[src/design/cell_balance_pkg.sv]
// Constants for the cell balancing scheduler: register map, field
// positions, reset values and timing. Shared by design and bench.
package cell_balance_pkg;
    // ------------------------------------------------------------
    // Register byte offsets
    // ------------------------------------------------------------
    localparam logic [7:0] OFS_CELL_SELECT = 8'h00;
    localparam logic [7:0] OFS_CONFIG = 8'h04;
    localparam logic [7:0] OFS_TEMP_LIMITS = 8'h08;
    localparam logic [7:0] OFS_DIE_LIMIT = 8'h0C;
    localparam logic [7:0] OFS_STATUS = 8'h10;
    // ------------------------------------------------------------
    // Field positions
    // ------------------------------------------------------------
    localparam int CELLS = 5;
    localparam int CFG_LOCK_BIT = 0;
    localparam int CFG_DECIM_LSB = 1;
    localparam int CFG_SETTLE_LSB = 3;
    localparam int CFG_LOOP_LSB = 6;
    localparam int TL_MAX_LSB = 16;
    localparam int ST_RUN_BIT = 0;
    localparam int ST_SW_LSB = 1;
    localparam int ST_PEND_BIT = 6;
    localparam int ST_SETTLE_BIT = 7;
    localparam int ST_MEAS_BIT = 8;
    // ------------------------------------------------------------
    // Reset values
    // ------------------------------------------------------------
    localparam logic [7:0] CONFIG_RST = 8'h00;
    localparam logic [15:0] MIN_TEMP_RST = 16'hFFFF;
    localparam logic [15:0] MAX_TEMP_RST = 16'h0000;
    localparam logic [15:0] DIE_LIMIT_RST = 16'hFFFF;
    // ------------------------------------------------------------
    // Power modes seen on the power_mode input
    // ------------------------------------------------------------
    localparam logic [1:0] PM_NORMAL = 2'h0;
    localparam logic [1:0] PM_SLEEP = 2'h1;
    localparam logic [1:0] PM_DEEP = 2'h2;
    // ------------------------------------------------------------
    // Timing
    // ------------------------------------------------------------
    localparam int CLK_HZ = 250000000;
    localparam int MS_PER_S = 1000;
    localparam int MS_CYCLES = CLK_HZ / MS_PER_S;
    localparam int TIMEOUT_S = 20;
    localparam int TIMEOUT_MS = TIMEOUT_S * MS_PER_S;
    localparam int SETTLE_MAX_MS = 64;
    localparam logic [2:0] SLOT_LAST = 3'h7;
endpackage

[src/design/cell_balance_scheduler.sv]
// Balancing scheduler: APB registers, safety timeout, interlocks and
// interleaving of balancing switches with the conversion scan.
// Assumes a scan sequencer pulsing slot_tick at each slot boundary,
// eight slots per scan, and holding voltage slots while settle_wait.
`timescale 1ns/1ps

// Function
// - Nonzero mask starts balancing, 20 s limit
// - Each new command restarts the timeout
// - All-zero mask stops all balancing
// - Any cell combination balances together
// - Mask readable at once after write
// - Write lock bit makes mask writes ignored
// - Thermistor and die limits stop balancing
// - Switches off in measure and shared slots
// - Decimation code picks one in 2..16 scans
// - Skipped scans keep their idle slot timing
// - Off one slot before measuring scan
// - Voltage protection only on measured scans
// - Start waits for the running scan end
// - Loop rate when idle, decimation when active
// - Voltage alert ends balancing immediately
// - Active balancing keeps device awake
// - Deep low power ignores and terminates
// - Running flag set at start, cleared off
// - Settle delay after every switch-off
module cell_balance_scheduler #(
    parameter int MS_CYCLES = cell_balance_pkg::MS_CYCLES,
    parameter int TIMEOUT_MS = cell_balance_pkg::TIMEOUT_MS
) (
    // APB
    input wire logic pclk,
    input wire logic presetn,
    input wire logic psel,
    input wire logic penable,
    input wire logic pwrite,
    input wire logic [7:0] paddr,
    input wire logic [31:0] pwdata,
    output logic [31:0] prdata,
    output logic pready,
    output logic pslverr,
    // Scan sequencer
    input wire logic slot_tick,
    input wire logic shared_slot,
    output logic measure_scan,
    output logic measure_enable,
    output logic settle_wait,
    output logic prot_eval,
    // Temperatures and alerts
    input wire logic thermistor_pin_mode,
    input wire logic [15:0] thermistor_code,
    input wire logic [15:0] die_temp,
    input wire logic cell_overvoltage,
    input wire logic cell_undervoltage,
    // Power
    input wire logic [1:0] power_mode,
    output logic sleep_inhibit,
    output logic wake_request,
    // Balancing
    output logic [4:0] balance_switch,
    output logic balance_running_flag
);
    typedef enum logic [1:0] {ST_IDLE, ST_PENDING, ST_ACTIVE} bal_state_t;

    // ------------------------------------------------------------
    // Helpers
    // ------------------------------------------------------------
    // Scan index mask: measure when index bits under mask are zero
    function automatic logic [3:0] rate_mask(input logic [1:0] code);
        rate_mask = 4'(({1'b0, 4'h1} << ({1'b0, code} + 3'h1)) - 5'h01);
    endfunction

    function automatic logic [31:0] settle_cycles(input logic [2:0] code);
        logic [6:0] ms;
        ms = (code == 3'h0) ? 7'h00 : 7'(7'h01 << (code - 3'h1));
        settle_cycles = 32'(ms) * 32'(MS_CYCLES);
    endfunction

    // ------------------------------------------------------------
    // APB slave, one wait state
    // ------------------------------------------------------------
    logic [7:0] config_reg;
    logic [15:0] min_temp_reg;
    logic [15:0] max_temp_reg;
    logic [15:0] die_limit_reg;
    logic [4:0] cell_select_reg;
    bal_state_t state_reg;
    logic [3:0] scan_idx_reg;
    logic [2:0] slot_reg;
    logic [31:0] settle_reg;
    logic [31:0] prdata_next;
    logic access;
    logic mapped;
    logic cmd_write;

    assign access = psel && penable && pready;
    assign mapped = (paddr == cell_balance_pkg::OFS_CELL_SELECT) ||
                    (paddr == cell_balance_pkg::OFS_CONFIG) ||
                    (paddr == cell_balance_pkg::OFS_TEMP_LIMITS) ||
                    (paddr == cell_balance_pkg::OFS_DIE_LIMIT) ||
                    (paddr == cell_balance_pkg::OFS_STATUS);
    assign cmd_write = access && pwrite &&
                       (paddr == cell_balance_pkg::OFS_CELL_SELECT) &&
                       !config_reg[cell_balance_pkg::CFG_LOCK_BIT];

    always_comb begin
        prdata_next = 32'h0000_0000;
        unique case (paddr)
            cell_balance_pkg::OFS_CELL_SELECT:
                prdata_next = 32'(cell_select_reg);
            cell_balance_pkg::OFS_CONFIG:
                prdata_next = 32'(config_reg);
            cell_balance_pkg::OFS_TEMP_LIMITS:
                prdata_next = {max_temp_reg, min_temp_reg};
            cell_balance_pkg::OFS_DIE_LIMIT:
                prdata_next = 32'(die_limit_reg);
            cell_balance_pkg::OFS_STATUS: begin
                prdata_next[cell_balance_pkg::ST_RUN_BIT] =
                    balance_running_flag;
                prdata_next[cell_balance_pkg::ST_SW_LSB +: 5] =
                    balance_switch;
                prdata_next[cell_balance_pkg::ST_PEND_BIT] =
                    (state_reg == ST_PENDING);
                prdata_next[cell_balance_pkg::ST_SETTLE_BIT] = settle_wait;
                prdata_next[cell_balance_pkg::ST_MEAS_BIT] = measure_scan;
            end
            default: prdata_next = 32'h0000_0000;
        endcase
    end

    always_ff @(posedge pclk or negedge presetn) begin
        if (!presetn) begin
            pready <= 1'b0;
            pslverr <= 1'b0;
            prdata <= 32'h0000_0000;
        end else begin
            pready <= psel && penable && !pready;
            pslverr <= psel && penable && !pready && !mapped;
            if (psel && penable && !pready && !pwrite) begin
                prdata <= prdata_next;
            end
        end
    end

    always_ff @(posedge pclk or negedge presetn) begin
        if (!presetn) begin
            config_reg <= cell_balance_pkg::CONFIG_RST;
            min_temp_reg <= cell_balance_pkg::MIN_TEMP_RST;
            max_temp_reg <= cell_balance_pkg::MAX_TEMP_RST;
            die_limit_reg <= cell_balance_pkg::DIE_LIMIT_RST;
        end else if (access && pwrite) begin
            if (paddr == cell_balance_pkg::OFS_CONFIG) begin
                config_reg <= pwdata[7:0];
            end
            if (paddr == cell_balance_pkg::OFS_TEMP_LIMITS) begin
                min_temp_reg <= pwdata[15:0];
                max_temp_reg <= pwdata[cell_balance_pkg::TL_MAX_LSB +: 16];
            end
            if (paddr == cell_balance_pkg::OFS_DIE_LIMIT) begin
                die_limit_reg <= pwdata[15:0];
            end
        end
    end

    // ------------------------------------------------------------
    // Stop conditions
    // ------------------------------------------------------------
    logic [1:0] decim;
    logic [1:0] loop_rate;
    logic [2:0] settle_code;
    logic temp_stop;
    logic deep;
    logic timeout_hit;
    logic stop;
    logic start_cmd;
    logic [31:0] ms_pre_reg;
    logic [15:0] ms_count_reg;

    assign decim = config_reg[cell_balance_pkg::CFG_DECIM_LSB +: 2];
    assign loop_rate = config_reg[cell_balance_pkg::CFG_LOOP_LSB +: 2];
    assign settle_code = config_reg[cell_balance_pkg::CFG_SETTLE_LSB +: 3];
    // Higher thermistor code means colder
    assign temp_stop = (thermistor_pin_mode &&
                        ((thermistor_code > min_temp_reg) ||
                         (thermistor_code < max_temp_reg))) ||
                       (die_temp > die_limit_reg);
    assign deep = (power_mode == cell_balance_pkg::PM_DEEP);
    assign timeout_hit = (ms_count_reg >= 16'(TIMEOUT_MS));
    assign start_cmd = cmd_write && (pwdata[4:0] != 5'h00) && !deep;
    // Alerts end balancing at once, no waiting for scan end
    assign stop = temp_stop || deep || timeout_hit ||
                  cell_overvoltage || cell_undervoltage;

    // ------------------------------------------------------------
    // Safety timeout, counted in whole milliseconds
    // ------------------------------------------------------------
    always_ff @(posedge pclk or negedge presetn) begin
        if (!presetn) begin
            ms_pre_reg <= 32'h0000_0000;
            ms_count_reg <= 16'h0000;
        end else if (start_cmd || state_reg == ST_IDLE) begin
            ms_pre_reg <= 32'h0000_0000;
            ms_count_reg <= 16'h0000;
        end else if (ms_pre_reg == 32'(MS_CYCLES - 1)) begin
            ms_pre_reg <= 32'h0000_0000;
            if (!timeout_hit) begin
                ms_count_reg <= ms_count_reg + 16'h0001;
            end
        end else begin
            ms_pre_reg <= ms_pre_reg + 32'h0000_0001;
        end
    end

    // ------------------------------------------------------------
    // Scan position
    // ------------------------------------------------------------
    logic scan_end;
    logic [3:0] cur_mask;
    logic meas_now;
    logic meas_next;

    assign scan_end = slot_tick && (slot_reg == cell_balance_pkg::SLOT_LAST);
    assign cur_mask = (state_reg == ST_ACTIVE) ?
                      rate_mask(decim) : rate_mask(loop_rate);
    assign meas_now = ((scan_idx_reg & cur_mask) == 4'h0);
    assign meas_next = (((scan_idx_reg + 4'h1) & cur_mask) == 4'h0);

    // Skipped scans still run all slots, only measurement is gated
    always_ff @(posedge pclk or negedge presetn) begin
        if (!presetn) begin
            slot_reg <= 3'h0;
            scan_idx_reg <= 4'h0;
        end else if (slot_tick) begin
            slot_reg <= slot_reg + 3'h1;
            if (scan_end) begin
                scan_idx_reg <= scan_idx_reg + 4'h1;
            end
        end
    end

    always_ff @(posedge pclk or negedge presetn) begin
        if (!presetn) begin
            measure_scan <= 1'b1;
            prot_eval <= 1'b0;
        end else begin
            measure_scan <= meas_now;
            prot_eval <= scan_end && meas_now;
        end
    end

    // ------------------------------------------------------------
    // Balancing state
    // ------------------------------------------------------------
    always_ff @(posedge pclk or negedge presetn) begin
        if (!presetn) begin
            state_reg <= ST_IDLE;
            cell_select_reg <= 5'h00;
        end else if (cmd_write && pwdata[4:0] == 5'h00) begin
            state_reg <= ST_IDLE;
            cell_select_reg <= 5'h00;
        end else if (start_cmd) begin
            cell_select_reg <= pwdata[4:0];
            if (state_reg == ST_IDLE) begin
                state_reg <= ST_PENDING;
            end
        end else if (stop) begin
            state_reg <= ST_IDLE;
            cell_select_reg <= 5'h00;
        end else if (state_reg == ST_PENDING && scan_end) begin
            state_reg <= ST_ACTIVE;
        end
    end

    // ------------------------------------------------------------
    // Switch drive, running flag, power
    // ------------------------------------------------------------
    logic sw_on;

    // Off for the whole measuring scan and its preceding slot
    assign sw_on = (state_reg == ST_ACTIVE) && !stop && !shared_slot &&
                   !meas_now &&
                   !(slot_reg == cell_balance_pkg::SLOT_LAST &&
                     meas_next);

    always_ff @(posedge pclk or negedge presetn) begin
        if (!presetn) begin
            balance_switch <= 5'h00;
            balance_running_flag <= 1'b0;
            sleep_inhibit <= 1'b0;
            wake_request <= 1'b0;
        end else begin
            balance_switch <= sw_on ? cell_select_reg : 5'h00;
            // Ignores the short measurement gaps on purpose
            balance_running_flag <= (state_reg == ST_ACTIVE) && !stop;
            sleep_inhibit <= (state_reg != ST_IDLE) || start_cmd;
            wake_request <= start_cmd &&
                            (power_mode == cell_balance_pkg::PM_SLEEP);
        end
    end

    // ------------------------------------------------------------
    // Settling after every switch-off
    // ------------------------------------------------------------
    logic sw_falling;

    assign sw_falling = (balance_switch != 5'h00) && !sw_on;

    always_ff @(posedge pclk or negedge presetn) begin
        if (!presetn) begin
            settle_reg <= 32'h0000_0000;
        end else if (sw_falling) begin
            settle_reg <= settle_cycles(settle_code);
        end else if (settle_reg != 32'h0000_0000) begin
            settle_reg <= settle_reg - 32'h0000_0001;
        end
    end

    always_ff @(posedge pclk or negedge presetn) begin
        if (!presetn) begin
            settle_wait <= 1'b0;
            measure_enable <= 1'b0;
        end else begin
            settle_wait <= sw_falling &&
                           (settle_code != 3'h0) ||
                           (settle_reg > 32'h0000_0001);
            // Voltages only with switches open and settled
            measure_enable <= meas_now && !sw_on && !sw_falling &&
                              (settle_reg <= 32'h0000_0001);
        end
    end
endmodule

[config.mk]
export PLATFORM = sky130hd
export DESIGN_NAME = cell_balance_scheduler
export DESIGN_NICKNAME = d
export VERILOG_FILES = /design/src/design/cell_balance_pkg.sv /design/src/design/cell_balance_scheduler.sv
export SDC_FILE = /design/constraint.sdc
export NUM_CORES = 1
export LEC_CHECK = 0
export ABC_CLOCK_PERIOD_IN_PS = 6400
export BUFFER_PORTS_ARGS = -buffer_cell sky130_fd_sc_hd__buf_2
export CAP_MARGIN = 25
export CORE_AREA = 2 2 201 124
export CTS_BUF_LIST = sky130_fd_sc_hd__clkbuf_16
export CTS_CLUSTER_DIAMETER = 30
export DETAILED_ROUTE_END_ITERATION = 8
export DIE_AREA = 0 0 203 126
export GPL_TIMING_DRIVEN = 0
export MAX_ROUTING_LAYER = met4
export PLACE_DENSITY = 0.69
export SETUP_SLACK_MARGIN = 0.15
export SLEW_MARGIN = 20
export SYNTH_ARGS = -nofsm -noshare
export SYNTH_HDL_FRONTEND = slang
export SYNTH_SLANG_ARGS = --single-unit
[constraint.sdc]
create_clock -name pclk -period 6.4 [get_ports pclk]
set_input_delay 0.64 -clock pclk [delete_from_list [all_inputs] [get_ports pclk]]
set_output_delay 0.64 -clock pclk [all_outputs]
set_load 0.02 [all_outputs]
==> qor.csv, run 1 <==
metric,value,unit
Routed WL,30.7,mm
Post-CTS Resized,0,
CTS Root Cell,clkbuf_16,
ratio of cells with drive above 1 in the final layout,18.4,%
initial antenna violation count,0,
die width,203,um
die area,25600,um2
ys async rst share,100,%
cells along the critical path,"nor2_1, ha_1, nand2_1, or2_2, inv_1, ha_1, ha_1, inv_1, fa_1, inv_1, ha_1, ha_1, nand2_1, a2111oi_0, a2111oi_0, dlymetal6s2s_1, o311ai_0, a21oi_1, xnor2_1, mux2i_1",
Levels on crit path,20,
most common flop cell mapped by yosys,dfrtp_1,
area share of the largest cell type after synthesis,35.0,%
Post-synth EDFFs,0,
"Hold-fix buffers, CTS",0,
grt met2 use,32.2,%
design area,13400,um2
R2R setup slack,1.18,ns
placed cell area,12800,um2
synthesized area per cell,9.81,um2
DR vias/cell,5.59,
Initial Utilization,49.1,%
Slew Limit Fails,0,
worst r2r dst,settle_reg[24],
slew of the pin with the lowest slew margin,1.01,ns
CP Class,register to register,
status,"complete, no violations",
Synth area leaders,"dfrtp_1 35%, ha_1 11%, dfstp_2 7.4%, nand2_1 3.9%, xor2_1 3.7%",
global placer's final weighted congestion,0.963,
Avg WL per Cell,18.4,um
worst path bufs/invs,4,
RSZ-0062 raised after global routing,false,
chip height,126,um
Power per Cell Area,194,nW/um2
CTS tree,built,
gr ovfl total,0,
crit path launch,config_reg[4],
Hold WC Path Type,primary input to async pin,
most frequent CP cell,ha_1,
CP max-delay cell,fa_1,
#FFs+latches synth,196,
clock skew,0.0164,ns
syn nets,1383,
Worst Path Arrival,5.54,ns
Clock Tree Buf Depth,2,
Ys Warns,0,
cell count after synthesis,1187,
Max Clk Rate,192,MHz
Starting DRT DRC Count,655,
DRC violations left,0,
met3 Usage GRT,7.82,%
CP Launch Type,register,
Critical Path End,settle_reg[24],
Critical Path Fanout Max,7,
Most Crowded Layer GR,met1,
CTS H-Tree Depth,4,
total number of vias,9350,
Antenna Diode Count,0,
"Largest delay share family, worst path",adder cells,
worst hold slack,0.0718,ns
setup TNS,0,ns
vias in the first global route,8917,
Final min period,5.22,ns
max incr delay on CP,0.50,ns
Post-Layout Cell Count,1672,
Inst Count DP,1639,
Area Growth Syn to Fin,14.6,%
met1 global-route usage,40.3,%
post-place setup slack,1.05,ns
"Req. time, crit path",6.73,ns
Max-slew headroom,31.8,%
GRT Overall Usage,25.9,%
register area share after synthesis,42.5,%
Sink Count,196,
Core Footprint,23700,um2
final setup margin,1.18,ns
final period utilization,81.5,%
endpoints failing setup,0,
post-CTS setup buffer count,0,
Final ANT Viol Nets,0,
CTS buffer count,17,
Final #Nets,1533,
Leak,6.69,nW
Yosys cell types,71,
"area leader, netlist",dfrtp_1,
mapped cell area,11600,um2
worst-skew pair later-pin latency,0.45,ns
reg2reg start,config_reg[4],
largest net degree at the start of global routing,82,
peak supply drop,0.186,mV
Register-to-Register Path Depth,20,
first-pass GRT wire length,49.6,mm
"Reg clk slew, reported paths",0.07,ns
Setup crit end kind,register,
max-cap violations,0,
io pins,130,
DR pass1 iterations,5,
IO buf count,128,
Final Hold Fails,0,
FP Rows,44,
dpl hpwl,23.8,mm
## report_power, final
group / switching (W) / total (W) / internal [W]
Clock: 0.000526 / 0.00108 / 0.000549
Combinational: 0.000133 / 0.000215 / 0.0000829
Sequential: 0.0000269 / 0.00130 / 0.00127
Total: 0.000685 / 0.00259 / 0.00190
## metal layers
metal | vias up | share of wire [%] | wire (um)
met1 | 4592 | 52 | 16100
met3 | 35 | 7.8 | 2400
met4 | 0 | 1.6 | 504
li1 | 4480 | - | -
met2 | 243 | 38 | 11700
met5 | - | 0 | 0
## metrics by stage
stage	total power, W	util, %
2_1_floorplan	0.00142	-
3_3_place_gp	0.00152	53.5
4_1_cts	0.00261	56.2
6_report	0.00259	56.3
3_5_place_dp	0.00154	53.8
5_1_grt	0.00270	56.3
## cell families (layout without fill, tap and decap cells)
group / Yosys count / in the layout / share of synthesized area (%)
DFF: 196 / 196 / 42.5
and+or+nand+nor: 418 / 418 / 18.2
xor gates and xnor gates: 85 / 85 / 6.39
buffers and inverters: 122 / 285 / 4.08
muxes: 52 / 52 / 4.73
AOI/OAI and AO/OA: 202 / 202 / 11.5
adders and majority gates: 112 / 112 / 12.7
## worst min path at each step
stage	startpoint	end	cells past startpoint
floorplan	presetn	balance_running_flag	0
global placement	prdata[11]	prdata[11]	2
detailed placement	prdata[11]	prdata[11]	2
CTS	presetn	ms_count_reg[14]	1
global route	presetn	slot_reg[1]	1
finish	presetn	slot_reg[0]	1
## worst reg2reg max path, delay by kind of cell (launching register included)
family / cells / cell delay (ns)
AOI/OAI and AO/OA: 4 / 1.15
DFF: 1 / 0.38
and+or+nand+nor: 4 / 0.69
xor gates and xnor gates: 1 / 0.21
muxes: 1 / 0.10
adders and majority gates: 6 / 1.99
buffers and inverters: 4 / 0.59
## layout by cell type, fill, tap and decap left out, types with 17 or more instances in the layout
cell,instances
dfrtp_1,163
clkbuf_16,17
and2_1,18
nor2_1,101
nand3_1,31
nor3_1,26
mux2i_1,28
mux2_2,24
nor4_1,21
xor2_1,49
a22o_1,21
nand2_1,120
and3_1,18
ha_1,102
nand4_1,20
dfstp_2,33
buf_2,129
a21oi_1,33
o21ai_0,70
clkbuf_1,28
inv_1,89
xnor2_1,36
## cell type report
cell class / count / area, um2
plain buffers: 35 / 149
clock buffers: 17 / 425
clock inverters: 15 / 149
fillers: 2115 / 10400
inverters: 87 / 327
multi-input cells: 869 / 6240
flip-flops and latches: 196 / 4950
well taps: 322 / 403
repair buffers: 131 / 718
## synth_stat cells (all sizes together) (4+ instances only)
library cell	instances
a2111oi	4
a211oi	4
a21o	9
a21oi	33
a221oi	9
a22o	21
a22oi	5
and2	18
and3	18
and4	5
buf	7
clkbuf	28
dfrtp	163
dfstp	33
fa	10
ha	102
inv	87
mux2	24
mux2i	28
nand2	120
nand2b	7
nand3	31
nand4	21
nor2	101
nor2b	6
nor3	28
nor4	25
nor4b	5
o211ai	8
o21a	6
o21ai	71
o31ai	10
or2	6
or3	9
or4	8
xnor2	36
xor2	49
Note: power is estimated with default switching activity, not from simulation.
==> inputs of run 2 (changes only) <==
--- a/config.mk
+++ b/config.mk
@@ -5,7 +5,7 @@
 export SDC_FILE = /design/constraint.sdc
 export NUM_CORES = 1
 export LEC_CHECK = 0
-export ABC_CLOCK_PERIOD_IN_PS = 6400
+export ABC_CLOCK_PERIOD_IN_PS = 5000
 export BUFFER_PORTS_ARGS = -buffer_cell sky130_fd_sc_hd__buf_2
 export CAP_MARGIN = 25
 export CORE_AREA = 2 2 201 124
==> constraint.sdc (replaced) <==
create_clock -name pclk -period 5 [get_ports pclk]
set_input_delay 0.5 -clock pclk [delete_from_list [all_inputs] [get_ports pclk]]
set_output_delay 0.5 -clock pclk [all_outputs]
set_load 0.02 [all_outputs]
==> run 2 against run 1 <==
Net effect:
- sequential share of layout area fell by 0.34 points
- clock power up 27%
- utilization rose by 0.53 points
- non-clock buffer count up 5
- highest routed layer unchanged
==> qor.csv, run 2 (synthesized netlist as in run 1, its figures left out) <==
metric,value,unit
status,"complete, no violations",
Starting DRT DRC Count,696,
CTS H-Tree Depth,4,
Hold WC Path Type,primary input to register,
Worst Path Arrival,4.93,ns
Sink Count,196,
io pins,130,
RSZ-0062 raised after global routing,false,
largest net degree at the start of global routing,82,
"most common cell after layout, fill and taps aside",dfrtp_1,
Clock Tree Buf Depth,2,
initial antenna violation count,0,
post-place setup slack,-0.349,ns
worst hold slack,0.229,ns
Area Growth Syn to Fin,15.7,%
ratio of cells with drive above 1 in the final layout,19.6,%
endpoints failing setup,0,
"Reg clk slew, reported paths",0.07,ns
Routed WL,30.7,mm
GRT Overall Usage,26.0,%
DRC violations left,0,
chip height,126,um
Slew Limit Fails,0,
setup TNS,0,ns
final period utilization,92.3,%
Max-slew headroom,32.0,%
FP Rows,44,
gr ovfl total,0,
Power per Cell Area,246,nW/um2
design area,13500,um2
peak supply drop,0.236,mV
reg2reg start,config_reg[3],
Core Footprint,23700,um2
CP Class,register to register,
vias in the first global route,8931,
clock skew,0.0149,ns
R2R setup slack,0.39,ns
dpl hpwl,23.8,mm
worst-skew pair later-pin latency,0.45,ns
slew of the pin with the lowest slew margin,1.01,ns
Critical Path Fanout Max,6,
most frequent cells in the layout,"162 x dfrtp_1, 129 x buf_2, 120 x nand2_1",
CP Launch Type,register,
Leak,6.73,nW
die area,25600,um2
hold path startpoint,power_mode[1],
IO buf count,128,
Final #Nets,1538,
die width,203,um
Initial Utilization,49.1,%
Avg WL per Cell,18.3,um
Inst Count DP,1639,
Final ANT Viol Nets,0,
Final Hold Fails,0,
first-pass GRT wire length,49.6,mm
max-cap violations,0,
Antenna Diode Count,0,
DR vias/cell,5.55,
final setup margin,0.385,ns
Post-Layout Cell Count,1677,
CTS buffer count,17,
placed cell area,12800,um2
total number of vias,9304,
"Req. time, crit path",5.32,ns
Setup crit end kind,register,
Final min period,4.61,ns
crit path launch,config_reg[3],
global placer's final weighted congestion,0.963,
DR pass1 iterations,5,
CTS Root Cell,clkbuf_16,
Max Clk Rate,217,MHz
CTS tree,built,
-- run 2: final cells by class --
cell class,instances,area (um2)
fill,2087,10200
multi-input combinational,869,6320
sequential,196,4950
timing repair buffer,136,753
clock buffer,17,425
tap,322,403
inverter,87,334
buffer,35,151
clock inverter,15,149
-- run 2: stage by stage --
stage               util [%]  power [W]
detailed placement      53.8    0.00197
global placement        53.5    0.00195
global route            56.8    0.00345
finish                  56.8    0.00331
CTS                     56.3    0.00334
floorplan                  -    0.00182
-- run 2: repair_timing --
item | in CTS | in global routing
buffers inserted | 0 | 5
hold buffers | 1 | 0
endpoints found under the hold margin | 37 | 0
gates resized for setup | 9 | 13
pin swaps | 1 | 3
cloned | 0 | 0
setup endpoints to repair | 4 | 4
-- run 2: path summary, 6_finish.rpt --
path	to	depth (start not counted)
max	settle_reg[23]	17
min	wake_request	2
max reg2reg	settle_reg[23]	17
min reg2reg	prdata[2]	2
max in group asynchronous	settle_reg[22]	4
min in group asynchronous	slot_reg[0]	2
-- run 2: routing by layer --
metal	global-route usage, %	wire [um]	up-vias
met5	-	0	-
met4	5.93	406	0
li1	-	-	4481
met3	7.82	2540	22
met1	40.3	16000	4544
met2	32.3	11700	257
-- run 2: worst max-delay path, stage by stage, from the launching register on --
cell	delay (ns)
dfrtp_1	0.40
nor2_4	0.20
ha_4	0.25
nand3b_1	0.20
buf_4	0.17
inv_1	0.18
ha_1	0.27
ha_1	0.27
ha_1	0.26
and2_1	0.14
ha_1	0.28
inv_1	0.06
a2111oi_1	0.58
o221ai_1	0.26
a221oi_1	0.54
nor4_1	0.12
nor3_1	0.22
mux2i_1	0.09
-- run 2: power breakdown --
part	leakage [nW]	internal, W	total (W)	switching, W
clock	0.287	0.000703	0.00137	0.000670
combinational	4.01	0.000107	0.000276	0.000170
sequential	2.43	0.00163	0.00166	0.0000344
total	6.73	0.00244	0.00331	0.000874
==> inputs of run 3 (changes only) <==
--- a/config.mk
+++ b/config.mk
@@ -5,14 +5,15 @@
 export SDC_FILE = /design/constraint.sdc
 export NUM_CORES = 1
 export LEC_CHECK = 0
+export ABC_AREA = 1
 export ABC_CLOCK_PERIOD_IN_PS = 5000
 export BUFFER_PORTS_ARGS = -buffer_cell sky130_fd_sc_hd__buf_2
 export CAP_MARGIN = 25
-export CORE_AREA = 2 2 201 124
+export CORE_AREA = 2 2 206 127
 export CTS_BUF_LIST = sky130_fd_sc_hd__clkbuf_16
 export CTS_CLUSTER_DIAMETER = 30
 export DETAILED_ROUTE_END_ITERATION = 8
-export DIE_AREA = 0 0 203 126
+export DIE_AREA = 0 0 208 129
 export GPL_TIMING_DRIVEN = 0
 export MAX_ROUTING_LAYER = met4
 export PLACE_DENSITY = 0.69
==> run 3 against run 2 <==
Net effect:
- cell count increased by 22%
- routed wire length grew 14%
- hold slack worse by 0.013 ns
- combinational power increased by 18%
- sequential share of layout area down 2.1 points
- utilization is 0.61 points higher
- register-to-register slack is essentially flat
- clock power barely moved
- critical path type unchanged
- highest routed layer unchanged
==> qor.csv, run 3 <==
metric,value,unit
CP Class,register to register,
Yosys cell types,53,
chip height,129,um
dpl hpwl,27.5,mm
Post-synth EDFFs,0,
most common flop cell mapped by yosys,dfrtp_1,
post-place setup slack,-0.184,ns
FILL cells,2293,
"Req. time, crit path",5.32,ns
Sequential Power Share,49.6,%
"Reg clk slew, reported paths",0.07,ns
CP max-delay cell,fa_1,
Final min period,4.62,ns
Sink Count,196,
register area share after synthesis,40.2,%
#FFs+latches synth,196,
endpoints failing setup,0,
slew of the pin with the lowest slew margin,0.909,ns
total power,0.00337,W
clock network fraction of design power,40.8,%
switching share of power,26.1,%
CTS buffer count,17,
Final Hold Fails,0,
Final #Nets,1902,
initial antenna violation count,2,
gr ovfl total,0,
Power per Cell Area,236,nW/um2
io pins,130,
Initial Utilization,49.5,%
Core Footprint,24900,um2
"area leader, netlist",dfrtp_1,
Final ANT Viol Nets,0,
Pint,0.00249,W
DR vias/cell,5.43,
Synth area leaders,"dfrtp_1 33%, ha_1 10%, nand2_1 9.6%, dfstp_2 7.0%, inv_1 6.6%",
Area Growth Syn to Fin,16.0,%
CTS Root Cell,clkbuf_16,
IO buf count,129,
max-cap violations,0,
Starting DRT DRC Count,1056,
Slew Limit Fails,0,
GRT Overall Usage,27.6,%
vias in the first global route,10163,
RSZ-0062 raised after global routing,true,
total number of vias,11134,
Leak,6.97,nW
CP Launch Type,register,
DR pass1 iterations,5,
register area,4950,um2
final setup margin,0.378,ns
mapped cell area,12300,um2
synthesized area per cell,8.01,um2
NetSw,0.000881,W
peak supply drop,0.166,mV
largest net degree at the start of global routing,83,
"top cells by count, synth","316 x nand2_1, 218 x inv_1, 177 x nor2_1",
share of total power in combinational logic,9.7,%
Multi-input gate area,6480,um2
CTS H-Tree Depth,4,
Clock Tree Buf Depth,2,
worst-skew pair later-pin latency,0.45,ns
CTS tree,built,
FP Rows,45,
Setup crit end kind,register,
"most common cell after layout, fill and taps aside",nand2_1,
Max-slew headroom,39.0,%
most frequent cell after synthesis,nand2_1,
global placer's final weighted congestion,0.954,
max incr delay on CP,0.52,ns
cells along the critical path,"clkinvlp_4, nand2_1, inv_1, ha_4, clkinvlp_4, nor3_4, fa_1, fa_1, fa_1, ha_1, ha_4, nand2_1, nor2_2, nand3_1, nand3_2, xor2_2, nand3_1, nand2_1, nor2_1",
cell count after synthesis,1538,
"Largest delay share family, worst path",adder cells,
Routed WL,34.9,mm
ys async rst share,100,%
die width,208,um
first-pass GRT wire length,55.7,mm
die area,26800,um2
ratio of cells with drive above 1 in the final layout,17.6,%
Ys Warns,0,
most frequent cells in the layout,"316 x nand2_1, 219 x inv_1, 174 x nor2_1",
Worst Path Arrival,4.95,ns
worst path bufs/invs,3,
DRC violations left,0,
final period utilization,92.4,%
Avg WL per Cell,17.0,um
syn nets,1734,
Max Clk Rate,216,MHz
Critical Path Fanout Max,4,
Hold WC Path Type,primary input to register,
worst hold slack,0.216,ns
clock skew,0.0102,ns
status,"complete, no violations",
area share of the largest cell type after synthesis,33.1,%
==> run 3: kinds of logic (layout without fill, tap and decap cells) <==
group | Yosys count | after routing | synth area share [%]
buf+inv | 259 | 440 | 8.24
compound gates | 225 | 225 | 10.7
mux | 3 | 3 | 0.274
flops | 196 | 196 | 40.2
other cells | 0 | 2 | 0
xor+xnor | 64 | 64 | 4.55
simple gates | 679 | 679 | 24.1
fa+ha+maj | 112 | 112 | 12.0
==> run 3: power by group through the flow <==
stage          clock network [W]  registers (W)  logic [W]
3_5_place_dp                   0        0.00170   0.000323
4_1_cts                  0.00139        0.00167   0.000326
3_3_place_gp                   0        0.00170   0.000307
5_1_grt                  0.00146        0.00168   0.000367
2_1_floorplan                  0        0.00171   0.000163
6_report                 0.00137        0.00167   0.000325
==> run 3: worst paths after layout <==
path / start / end / cells after the start / slack [ns]
max: config_reg[3] / settle_reg[21] / 19 / 0.38
min: power_mode[1] / wake_request / 2 / 0.22
max reg2reg: config_reg[3] / settle_reg[21] / 19 / 0.38
min reg2reg: ms_pre_reg[0] / ms_pre_reg[0] / 1 / 0.46
max in group asynchronous: presetn / min_temp_reg[9] / 4 / 3.35
min in group asynchronous: presetn / prdata[17] / 2 / 0.51
==> run 3: routing by layer <==
metal  track usage [%]  part of all wire [%]
met1              43.3                    52
met2              35.2                    38
met3              6.44                   8.8
met4              5.47                  0.81
met5                 -                     0
==> run 3: through the flow <==
step	TNS [ns]	area, um2	instances	util, %
6_report	0	14300	2050	57.4
5_1_grt	0	14300	2050	57.4
4_1_cts	0	14100	2039	56.8
3_5_place_dp	-0.515	13500	1998	54.0
3_3_place_gp	-1.41	13400	1996	53.7
2_1_floorplan	0	12300	1538	-
==> run 3: timing repair <==
action,4_1_cts,5_1_grt
pin swaps,4,4
setup endpoints to repair,6,6
hold buffers,1,0
resized for setup,12,14
setup buffers,8,9
hold endpoints to repair,32,0
==> run 3: layout make-up <==
| type | count | share of cell area (%) |
|---|---|---|
| plain buffers | 26 | 0.963 |
| clock buffers | 17 | 2.98 |
| flip-flops and latches | 196 | 34.6 |
| clock inverters | 15 | 0.981 |
| inverters | 233 | 6.23 |
| repair buffers | 149 | 5.94 |
| multi-input cells | 1083 | 45.4 |
| diodes | 2 | 0.0350 |
| well taps | 329 | 2.88 |
